File: src/rtl/sbc_wake_pkg.sv
// Package with constants, mode codes and helpers of the stop-mode wake logic.
`default_nettype none

package sbc_wake_pkg;
    // Clock and bus geometry.
    localparam int CLK_MHZ = 100;
    localparam int CLK_PERIOD_NS = 10;
    localparam int ADDR_W = 8;
    localparam int DATA_W = 16;
    // Register byte addresses; configuration set i sits at CFG_BASE plus four times i.
    localparam logic [7:0] ADDR_CTRL = 8'h00;
    localparam logic [7:0] ADDR_CFG_BASE = 8'h04;
    localparam logic [7:0] ADDR_STATUS = 8'h14;
    // Control word layout.
    localparam int BIT_MS0 = 0;
    localparam int BIT_CS0 = 3;
    localparam int CFG_LSB = 5;
    localparam int CFG_W = 9;
    localparam int BIT_MEAS_ON = 14;
    localparam int BIT_WD_KEEP = 15;
    // Configuration sets selected by the two selection bits.
    localparam logic [1:0] CFG_GENERAL = 2'h0;
    localparam logic [1:0] CFG_CYCLIC = 2'h2;
    // Field positions inside the general set, counted from CFG_LSB.
    localparam int GEN_SLOW = 2;
    localparam int GEN_MON_LSB = 3;
    localparam int MON_N = 5;
    localparam int GEN_MEAS_CH = 8;
    // Reset values.
    localparam logic [8:0] CFG_RST = 9'h000;
    localparam logic [15:0] CTRL_RST = 16'h0000;
    // Internal oscillator cycle, rounded up to whole clocks.
    localparam int INT_CYCLE_NS = 1000;
    localparam int INT_CYCLE_CLKS = (INT_CYCLE_NS + CLK_PERIOD_NS - 1) / CLK_PERIOD_NS;
    localparam int PULSE_TICKS = 2;
    // Transmit dominant timeout and recovery time.
    localparam int TXD_TO_US = 12000;
    localparam int TXD_TO_CLKS = TXD_TO_US * CLK_MHZ;
    localparam int TXD_REC_US = 10;
    localparam int TXD_REC_CLKS = TXD_REC_US * CLK_MHZ;
    // Bus rate limits in normal and reduced-slope operation.
    localparam int BAUD_NORMAL = 20000;
    localparam int BAUD_SLOW = 10400;

    typedef enum logic [2:0] {
        M_STANDBY = 3'h0,
        M_ACT_BUS_SLEEP = 3'h2,
        M_ACTIVE = 3'h3,
        M_SLEEP = 3'h4,
        M_RX_ONLY = 3'h6,
        M_STOP = 3'h7
    } mode_t;

    // True for codes that software may select.
    function automatic logic mode_selectable(input logic [2:0] c);
        return (c == 3'h2) || (c == 3'h3) || (c == 3'h4) || (c == 3'h6) || (c == 3'h7);
    endfunction

    // True for the two power-saving modes.
    function automatic logic is_saving(input mode_t m);
        return (m == M_STOP) || (m == M_SLEEP);
    endfunction
endpackage
`default_nettype wire

File: src/rtl/wake_timer_if.sv
// Interface between the mode logic and the cyclic wake timer.
`default_nettype none

interface wake_timer_if;
    logic run;
    logic [8:0] period;
    logic pulse;
    modport ctrl(output run, output period, input pulse);
    modport timer(input run, input period, output pulse);
endinterface
`default_nettype wire

File: src/rtl/cyclic_wake_timer.sv
// Cyclic wake timer that emits a two internal cycle pulse every period.
`default_nettype none

module cyclic_wake_timer
    import sbc_wake_pkg::*;
#(
    parameter int CYCLE_CLKS = INT_CYCLE_CLKS
) (
    input wire logic clock,
    input wire logic rst,
    wake_timer_if.timer tif
);
    logic [15:0] pre_q;
    logic [8:0] per_q;
    logic [1:0] pls_q;
    wire tick = (pre_q == 16'(CYCLE_CLKS - 1));
    wire wrap = (per_q >= 9'(tif.period - 9'h1));

    // Prescaler, period counter and pulse length counter, all cleared while not running.
    always_ff @(posedge clock) begin
        if (rst || !tif.run) begin
            pre_q <= 16'h0000;
            per_q <= 9'h000;
            pls_q <= 2'h0;
        end else begin
            pre_q <= tick ? 16'h0000 : 16'(pre_q + 16'h0001);
            if (tick && wrap) begin
                per_q <= 9'h000;
                pls_q <= 2'(PULSE_TICKS);
            end else if (tick) begin
                per_q <= 9'(per_q + 9'h001);
                pls_q <= (pls_q != 2'h0) ? 2'(pls_q - 2'h1) : 2'h0;
            end
        end
    end

    assign tif.pulse = (pls_q != 2'h0);
endmodule // cyclic_wake_timer
`default_nettype wire

File: src/rtl/txd_dominant_guard.sv
// Transmit dominant timeout guard with recovery after a high period.
`default_nettype none

module txd_dominant_guard #(
    parameter int TO_CLKS = 1200000,
    parameter int REC_CLKS = 1000,
    parameter int CW = 24
) (
    input wire logic clock,
    input wire logic rst,
    input wire logic txd_in,
    output logic blocked
);
    logic [CW-1:0] cnt_q;
    wire to_hit = (cnt_q == CW'(TO_CLKS - 1));
    wire rec_hit = (cnt_q == CW'(REC_CLKS - 1));

    // Counts low cycles while free, high cycles while blocked.
    always_ff @(posedge clock) begin
        if (rst) begin
            cnt_q <= '0;
            blocked <= 1'b0;
        end else if (!blocked) begin
            if (txd_in) begin
                cnt_q <= '0;
            end else if (to_hit) begin
                cnt_q <= '0;
                blocked <= 1'b1;
            end else begin
                cnt_q <= CW'(cnt_q + 1'b1);
            end
        end else begin
            if (!txd_in) begin
                cnt_q <= '0;
            end else if (rec_hit) begin
                cnt_q <= '0;
                blocked <= 1'b0;
            end else begin
                cnt_q <= CW'(cnt_q + 1'b1);
            end
        end
    end
endmodule // txd_dominant_guard
`default_nettype wire

File: src/rtl/stop_mode_wake_signalling.sv
// Mode control, wake signalling, watchdog gating and transmit path of the basis chip.
//
// Our own choices: the placing of the registers and the address-and-strobe port.
`default_nettype none

module stop_mode_wake_signalling
    import sbc_wake_pkg::*;
#(
    parameter int CYCLE_CLKS = INT_CYCLE_CLKS,
    parameter int TO_CLKS = TXD_TO_CLKS,
    parameter int REC_CLKS = TXD_REC_CLKS
) (
    input wire logic clock,
    input wire logic rst,
    input wire logic [ADDR_W-1:0] addr,
    input wire logic [DATA_W-1:0] wdata,
    input wire logic wr_en,
    input wire logic rd_en,
    output logic [DATA_W-1:0] rdata,
    input wire logic bus_wake,
    input wire logic [MON_N-1:0] monitor_wake_inputs,
    input wire logic ldo_load_low,
    input wire logic txd_in,
    input wire logic bus_rx_in,
    output logic serial_dout,
    output logic rxd_out,
    output logic bus_tx_out,
    output logic transceiver_en,
    output logic termination_en,
    output logic core_supply_regulator_en,
    output logic slow_slope_en,
    output logic meas_en,
    output logic meas_channel_sel,
    output logic converter_reference_output,
    output logic watchdog_en,
    output logic watchdog_long_open
);
    // Notification length in clocks: two internal cycles.
    localparam logic [15:0] NOTE_CLKS = 16'(PULSE_TICKS * CYCLE_CLKS);

    mode_t mode_q;
    mode_t mode_d;
    logic [CFG_W-1:0] cfg_q [0:3];
    logic meas_on_q;
    logic wd_keep_q;
    logic wd_keep_stop_q;
    logic wd_off_q;
    logic [MON_N-1:0] mon_prev_q;
    logic rxd_low_q;
    logic dout_hold_q;
    logic [15:0] note_cnt_q;
    logic bus_flag_q;
    logic mon_flag_q;
    logic [DATA_W-1:0] rd_mux;
    logic txd_blocked;

    wake_timer_if tif ();

    // Control word fields as seen on a write.
    wire mode_select_bit0 = wdata[BIT_MS0];
    wire mode_select_bit1 = wdata[BIT_MS0+1];
    wire mode_select_bit2 = wdata[BIT_MS0+2];
    wire [2:0] new_code = {mode_select_bit2, mode_select_bit1, mode_select_bit0};
    wire [1:0] cfg_sel = wdata[BIT_CS0+:2];
    wire [CFG_W-1:0] cfg_field = wdata[CFG_LSB+:CFG_W];
    wire watchdog_keep_on_bit = wdata[BIT_WD_KEEP];

    // Address decode of the plain register port.
    wire wr_ctrl = wr_en && (addr == ADDR_CTRL);
    wire code_ok = mode_selectable(new_code);
    wire mode_wr = wr_ctrl && code_ok && (mode_t'(new_code) != mode_q);
    wire enter_saving = mode_wr && is_saving(mode_t'(new_code));

    // Mode qualifiers.
    wire in_stop = (mode_q == M_STOP);
    wire in_sleep = (mode_q == M_SLEEP);
    wire in_active = (mode_q == M_ACTIVE);
    wire in_rx_only = (mode_q == M_RX_ONLY);

    // Configuration fields in use.
    wire [CFG_W-1:0] gen_cfg = cfg_q[CFG_GENERAL];
    wire [CFG_W-1:0] cyc_period = cfg_q[CFG_CYCLIC];
    wire [MON_N-1:0] mon_en = gen_cfg[GEN_MON_LSB+:MON_N];
    wire cyc_on = in_stop && (cyc_period != 9'h000);

    // Wake detection runs every cycle, whatever the cyclic timer phase.
    wire mon_evt = |((monitor_wake_inputs ^ mon_prev_q) & mon_en);
    wire stop_bus_wake = in_stop && bus_wake;
    wire stop_mon_wake = in_stop && mon_evt;
    wire sleep_wake = in_sleep && (bus_wake || mon_evt);
    wire saving_bus_wake = stop_bus_wake || (in_sleep && bus_wake);

    // A stop wake without cyclic wake gives a two internal cycle notification.
    wire note_load = (stop_bus_wake || stop_mon_wake) && !cyc_on;
    // A cyclic stop wake, or a sleep bus wake, holds data-out low until a command.
    wire hold_set = (cyc_on && (stop_bus_wake || stop_mon_wake))
                  || (in_sleep && bus_wake);

    // Automatic exit from sleep takes priority over a command in the same cycle.
    assign mode_d = sleep_wake ? M_STANDBY
                  : mode_wr ? mode_t'(new_code)
                  : mode_q;
    wire leave_saving = is_saving(mode_q) && (mode_d != mode_q);

    // Watchdog switch-off in stop on low regulator load, unless kept on.
    wire wd_off_set = in_stop && ldo_load_low && !wd_keep_stop_q;
    wire wd_stop_off = in_stop && (wd_off_q || wd_off_set);
    wire wd_sleep_off = in_sleep && !wd_keep_stop_q;
    wire wd_on_now = !(wd_stop_off || wd_sleep_off);
    wire long_open_d = leave_saving && (!watchdog_en || cyc_on);

    // Data-out level: low for any pending notification, hold or cyclic pulse.
    wire note_busy = (note_cnt_q != 16'h0000);
    wire dout_low = note_busy || dout_hold_q || tif.pulse;

    // Transmitter drives only in active mode and not after a dominant timeout.
    wire tx_ok = in_active && !txd_blocked;
    wire tx_d = tx_ok ? txd_in : 1'b1;
    wire rx_d = (in_active || in_rx_only) ? bus_rx_in : !rxd_low_q;

    // Cyclic timer runs only in stop with a non-zero period.
    assign tif.run = cyc_on;
    assign tif.period = cyc_period;

    // Read multiplexer; unmapped addresses read zero, except 0x84 to 0x90, which alias the four configuration sets.
    wire [4:0] cfg_ix = 5'(addr[7:2] - 6'h01);
    wire cfg_hit = (addr[1:0] == 2'h0) && (cfg_ix < 5'h04) && (addr >= ADDR_CFG_BASE);
    always_comb begin
        rd_mux = 16'h0000;
        if (addr == ADDR_CTRL) begin
            rd_mux = {wd_keep_q, meas_on_q, 11'h000, 3'(mode_q)};
        end else if (addr == ADDR_STATUS) begin
            rd_mux = {8'h00, txd_blocked, watchdog_en, dout_hold_q, mon_flag_q,
                      bus_flag_q, 3'(mode_q)};
        end else if (cfg_hit) begin
            rd_mux = {7'h00, cfg_q[cfg_ix[1:0]]};
        end
    end

    // Mode register and the measurement and watchdog keep-on bits written through the control word.
    always_ff @(posedge clock) begin
        if (rst) begin
            mode_q <= M_STANDBY;
            meas_on_q <= 1'b0;
            wd_keep_q <= 1'b0;
        end else begin
            mode_q <= mode_d;
            if (wr_ctrl) begin
                meas_on_q <= wdata[BIT_MEAS_ON];
                wd_keep_q <= watchdog_keep_on_bit;
            end
        end
    end

    // One storage word per configuration set, addressed by the selection bits.
    genvar gi;
    generate
        for (gi = 0; gi < 4; gi++) begin : g_cfg
            always_ff @(posedge clock) begin
                if (rst) begin
                    cfg_q[gi] <= CFG_RST;
                end else if (wr_ctrl && (cfg_sel == 2'(gi))) begin
                    cfg_q[gi] <= cfg_field;
                end
            end
        end
    endgenerate

    // Watchdog keep-on is frozen when a power-saving mode is entered.
    always_ff @(posedge clock) begin
        if (rst) begin
            wd_keep_stop_q <= 1'b0;
            wd_off_q <= 1'b0;
        end else begin
            if (enter_saving) begin
                wd_keep_stop_q <= watchdog_keep_on_bit;
            end
            wd_off_q <= in_stop && (mode_d == M_STOP) && (wd_off_q || wd_off_set);
        end
    end

    // Previous monitor input levels for change detection.
    always_ff @(posedge clock) begin
        if (rst) begin
            mon_prev_q <= '0;
        end else begin
            mon_prev_q <= monitor_wake_inputs;
        end
    end

    // Wake indications; a set in the same cycle as its clear wins.
    always_ff @(posedge clock) begin
        if (rst) begin
            rxd_low_q <= 1'b0;
            dout_hold_q <= 1'b0;
            bus_flag_q <= 1'b0;
            mon_flag_q <= 1'b0;
        end else begin
            rxd_low_q <= saving_bus_wake || (rxd_low_q && !mode_wr);
            dout_hold_q <= hold_set || (dout_hold_q && !wr_ctrl);
            bus_flag_q <= saving_bus_wake || (bus_flag_q && !wr_ctrl);
            mon_flag_q <= (stop_mon_wake || (in_sleep && mon_evt)) || (mon_flag_q && !wr_ctrl);
        end
    end

    // Two internal cycle notification counter, in clocks.
    always_ff @(posedge clock) begin
        if (rst) begin
            note_cnt_q <= 16'h0000;
        end else if (note_load) begin
            note_cnt_q <= NOTE_CLKS;
        end else if (note_busy) begin
            note_cnt_q <= 16'(note_cnt_q - 16'h0001);
        end
    end

    // Registered outputs toward pins and analog blocks.
    always_ff @(posedge clock) begin
        if (rst) begin
            serial_dout <= 1'b1;
            rxd_out <= 1'b1;
            bus_tx_out <= 1'b1;
            transceiver_en <= 1'b0;
            termination_en <= 1'b0;
            core_supply_regulator_en <= 1'b1;
            slow_slope_en <= 1'b0;
            meas_en <= 1'b0;
            meas_channel_sel <= 1'b0;
            converter_reference_output <= 1'b0;
            watchdog_en <= 1'b1;
            watchdog_long_open <= 1'b0;
            rdata <= 16'h0000;
        end else begin
            serial_dout <= !dout_low;
            rxd_out <= rx_d;
            bus_tx_out <= tx_d;
            transceiver_en <= in_active || in_rx_only;
            termination_en <= in_active || in_rx_only;
            core_supply_regulator_en <= !in_sleep;
            slow_slope_en <= gen_cfg[GEN_SLOW];
            meas_en <= meas_on_q && in_active;
            meas_channel_sel <= gen_cfg[GEN_MEAS_CH];
            converter_reference_output <= in_active;
            watchdog_en <= wd_on_now;
            watchdog_long_open <= long_open_d;
            rdata <= rd_en ? rd_mux : 16'h0000;
        end
    end

    // Cyclic wake pulse generator.
    cyclic_wake_timer #(
        .CYCLE_CLKS(CYCLE_CLKS)
    ) u_timer (
        .clock(clock),
        .rst(rst),
        .tif(tif.timer)
    );

    // Dominant timeout guard on the transmit input.
    txd_dominant_guard #(
        .TO_CLKS(TO_CLKS),
        .REC_CLKS(REC_CLKS),
        .CW(24)
    ) u_txd_guard (
        .clock(clock),
        .rst(rst),
        .txd_in(txd_in),
        .blocked(txd_blocked)
    );
endmodule // stop_mode_wake_signalling
`default_nettype wire

File: config.mk
export PLATFORM = sky130hd
export DESIGN_NAME = stop_mode_wake_signalling
export DESIGN_NICKNAME = d
export VERILOG_FILES = /design/src/rtl/sbc_wake_pkg.sv /design/src/rtl/wake_timer_if.sv /design/src/rtl/cyclic_wake_timer.sv /design/src/rtl/txd_dominant_guard.sv /design/src/rtl/stop_mode_wake_signalling.sv
export SDC_FILE = /design/constraint.sdc
export NUM_CORES = 1
export LEC_CHECK = 0
export ABC_AREA = 1
export BUFFER_PORTS_ARGS = -buffer_cell sky130_fd_sc_hd__buf_2
export CAP_MARGIN = 20
export CORE_MARGIN = 1
export CORE_UTILIZATION = 52
export CTS_CLUSTER_DIAMETER = 100
export DETAILED_ROUTE_END_ITERATION = 16
export GPL_ROUTABILITY_DRIVEN = 1
export GPL_TIMING_DRIVEN = 0
export PLACE_DENSITY = 0.68
export SLEW_MARGIN = 40
export SYNTH_ARGS = -nofsm -noshare
export SYNTH_HDL_FRONTEND = slang
export SYNTH_HIERARCHICAL = 1
export SYNTH_SLANG_ARGS = --single-unit
File: constraint.sdc
create_clock -name clock -period 2.8 [get_ports clock]
set_clock_uncertainty 0.1 [all_clocks]
set_input_delay 0.14 -clock clock [delete_from_list [all_inputs] [get_ports clock]]
set_output_delay 0.14 -clock clock [all_outputs]
set_load 0.02 [all_outputs]
# Word level (Yosys, flattened, before mapping)
# Memories as Yosys holds them, arrays and structs flattened.
# Index checks and enable logic that the tools add are counted.
# totals
regBits	111
latch_bits	0
mem_bits_rw	36
romBits	0
input_bits	37
wordCells	193
mem_count	1
# op_classes
add_sub_neg	7
mul	0
div	0
magnitude_cmp	3
eq_ne	19
shifts	0
n_mux	39
n_bitwise	9
reduce_logical	82
# memory_table
memory	depth	width	read_ports	rd_ports_with_merged_regs	wr	line_no	rtl
cfg_q	4	9	3	0	4	stop_mode_wake_signalling.sv:43	logic [CFG_W-1:0] cfg_q [0:3];
# op_table
cell	n
$mux 24	5
$mux 9	6
$logic_and 1x1->1	33
$add 24x1->24 const B	1
$eq 24x10->1 const B	1
$eq 24x21->1 const B	1
$logic_or 1x1->1	22
$eq 3x3->1 const B	7
$mux 1	20
$add 16x1->16 const B	1
$eq 16x7->1 const B	1
$mux 16	1
$mux 8	2
$reduce_bool 16->1	1
$sub 16x1->16 const B	1
$logic_not 1->1	10
$reduce_or 2->1	5
$reduce_or 5->1	2
$add 9x1->9 const B	1
$eq 3x2->1 const B	3
$ge 9x9->1	1
$reduce_bool 9->1	1
$sub 9x1->9 const B	1
$eq 8x5->1 const B	1
other kinds (18)	31

# Depth between registers and ports, before layout
# logic_depth
depth_word	12
ltp_mapped	16
ltp_nobuf	15

# Modules after synthesis
# The synthesis kept the hierarchy.
# by_module_without_submodules
mod	n_inst	cells_each	area_per_inst_um2
stop_mode_wake_signalling	1	512	4187.8
cyclic_wake_timer	1	291	1910.6
txd_dominant_guard	1	198	1363.8

# Worst setup path before layout
# OpenSTA, ideal clock, no wires.
# synth_timing
path_type	input to register
startpoint	input addr[2]
endpoint	memory cfg_q[0][0] (enable)
setup_time_ns	0.390
arrival_ns	2.040
required_time_ns	2.310
slack_ns	0.270
path_stages	9
n_path_buf	3
path_cell_list	buf_2 > inv_1 > buf_2 > ha_1 > nand2_2 > nor2_4 > nand2_4 > clkbuf_1 > o31ai_1
# synth_lines
element	line_no	rtl
start: declaration	stop_mode_wake_signalling.sv:15	input wire logic [ADDR_W-1:0] addr,
end: declaration	stop_mode_wake_signalling.sv:43	

==> results.ini <==
[status]
status=completed

[logic_synthesis]
synth_edf_count=36
synth-simple-area-share=0.325
yosysUniqueCellTypes=46
synthesis.area_um2=7460
async_flop_share=0
avgSynthCellArea_um2=7.45
ys_seq_elements=142
seq_area_frac_synth=0.429
yosysTopAreaCell=dfxtp_1
synth_compound_gate_area_share=0.0825
synth_top_area_frac=0.284
synth_xor_area_frac=0.0458
synthCells=1001
synth_top_family_by_area=simple AND/OR/NAND/NOR gates
synth_area_leaders=dfxtp_1 (28%), edfxtp_1 (14%), nand2_1 (10%)
synth_ff_type=dfxtp_1
synthMuxAreaShare=0
synthAdderAreaFrac=0.0285
yosys_warnings=6

[worst_setup_path]
startpoint=cfg_q[2][0]
cp-end-kind=flip-flop
worstPathRequired_ns=3.05
r2r_start=cfg_q[2][0]
start_kind=flip-flop
critPathKind=reg2reg
rr_worst_depth=15
reg2reg_slack_ns=0.27
crit_fanout=10
timing.rr.end=u_timer/per_q[1]
cp.arrival_ns=2.78

[place]
gp_congestion=0.902
place_area_um2=8040
hpwl_um=12600
io_buffers=59
place_inst=1244

[cts]
numCtsBuffers=17
clock_latency_ns=0.42
clockRootBuffer=clkbuf_16
clock_sinks=142
clock_path_buffers=2
post_cts_resize_count=0
h-tree-depth=4
cts_tree=built
path_clk_slew_ns=0.06

[cells_and_area]
area_delta_synth_final_pct=17.6
final_layout_size_suffix_gt1_frac=0.167
finalNonFillerCells=1296
most-common-layout-cells=nand2_1 (202), nor2_1 (180), inv_1 (127), dfxtp_1 (106), buf_2 (61)
final_area_um2=8780
num_antenna_cells=0
nets=1157
final_common_cell=nand2_1

[timing]
fin_crit_sh=0.902
setup_violations=0
maxSlewHeadroom=0.470
tightest_slew_ns=0.795
rsz0062_at_grt=false
tns_ns=0
finalHoldViolations=0
drv_slew=0
hold_ws_ns=0.0227
fmax_mhz=396
fin_crit_ns=2.53

[global_route]
groute.usage.overall=0.244
grt_overflow=0
grt_pass1_wl_um=28000
grt_pass1_vias=5932
antenna_found_initial=0
grt_max_degree=17

[die]
die_w_um=122
core_area_um2=13900
initial_core_util=0.536
boundaryPins=65
die_area_um2=14800
fp.dieH_um=122
rows=43

[worst_hold_path]
holdPathStages=4
hold_end=rdata[7]
hp-start=addr[5]
hp-class=in2reg

[pwr]
power.leakage_nw=3.68
vdd.ir_drop.worst_mv=0.569
power_density_nw_per_um2=617
power_mw=5.42

[drt]
viasPerCell=5.00
vias=6483
totalWireLength_um=17000
drc=0
routedWlPerCell_um=13.1
drtPass1Iterations=5
ant_nets=0
drt-initial-drc-count=474

[run]
maxCapViolCount=0

critical path, stage by stage, from the launching register on:
cell and delay, ns:
edfxtp_1 0.42, inv_1 0.15, ha_1 0.23, nand4_1 0.15, nor3_1 0.21, xnor2_1 0.16
ha_1 0.28, nand2_1 0.10, inv_1 0.04, nand2_1 0.05, nand2_1 0.04, nor2_1 0.10
nand2_1 0.08, nand2_2 0.09, nand2_4 0.13, nor2_2 0.11
stage by stage:
stage | setup slack (ns) | util
floorplan | 0.270 | -
global placement | -0.623 | 0.574
detailed placement | -0.257 | 0.577
CTS | 0.196 | 0.629
global route | 0.0263 | 0.630
finish | 0.275 | 0.630
registers in the layout (all words and copies together) (netlist names), 2 cells and up:
name,flops
cfg_q,36
mode_q,3
mon_prev_q,5
note_cnt_q,16
rdata,11
u_timer/per_q,9
u_timer/pls_q,2
u_timer/pre_q,16
u_txd_guard/cnt_q,24
worst max path at each step:
stage	cells after the start	slack, ns	end
6_report	15	0.27	u_timer/per_q[1]
5_1_grt	15	0.03	u_timer/per_q[1]
4_1_cts	10	0.20	cfg_q[0][2]
3_5_place_dp	10	-0.26	cfg_q[0][0]
3_3_place_gp	10	-0.62	cfg_q[1][3]
2_1_floorplan	9	0.27	cfg_q[0][0]
timing repair:
| action | CTS | global route |
|---|---|---|
| setup buffers | 0 | 0 |
| endpoints found under the hold margin | 48 | 0 |
| hold buffers | 20 | 0 |
Yosys cell counts (5+ instances only):
| master | instances |
|---|---|
| buf_4 | 7 |
| clkbuf_1 | 7 |
| or2_2 | 5 |
| nor2_4 | 5 |
| nor3_2 | 5 |
| edfxtp_1 | 36 |
| o22ai_1 | 5 |
| inv_1 | 127 |
| o21ai_0 | 33 |
| nor2_2 | 27 |
| nor2_1 | 180 |
| inv_2 | 9 |
| nand2_1 | 202 |
| nand2_2 | 13 |
| ha_1 | 17 |
| nand4_1 | 16 |
| a21oi_1 | 45 |
| nor3_1 | 14 |
| o21a_1 | 5 |
| nand3_1 | 47 |
| a31oi_1 | 5 |
| xor2_1 | 24 |
| xnor2_1 | 15 |
| dfxtp_1 | 106 |
| o31ai_1 | 5 |
metal layers:
| layer | wire length, um | vias up | track usage |
|---|---|---|---|
| met4 | 361 | 0 | 0.0856 |
| li1 | - | 3388 | - |
| met2 | 7870 | 145 | 0.394 |
| met5 | 0 | - | 0 |
| met1 | 7910 | 2921 | 0.320 |
| met3 | 873 | 29 | 0.0562 |
cells by family after synthesis:
kind of cell | after synthesis
simple gates | 535
buf+inv | 158
flops | 142
compound gates | 109
xor+xnor | 39
fa+ha+maj | 17
other cells | 1
cell type report:
class / instances / area, um^2
fill: 1231 / 5160
multi-input combinational: 705 / 3670
sequential: 142 / 3200
inverter: 138 / 523
timing repair buffer: 79 / 495
clock buffer: 22 / 454
tap: 180 / 225
buffer: 20 / 136
clock inverter: 10 / 70.1
report_power, final:
part	total (mW)	leakage, nW	internal [mW]	switching [mW]
combinational	1.04	2.23	0.414	0.625
sequential	2.37	1.20	2.25	0.120
clock	2.01	0.250	1.15	0.859
Power figures use the tool's default switching activity.
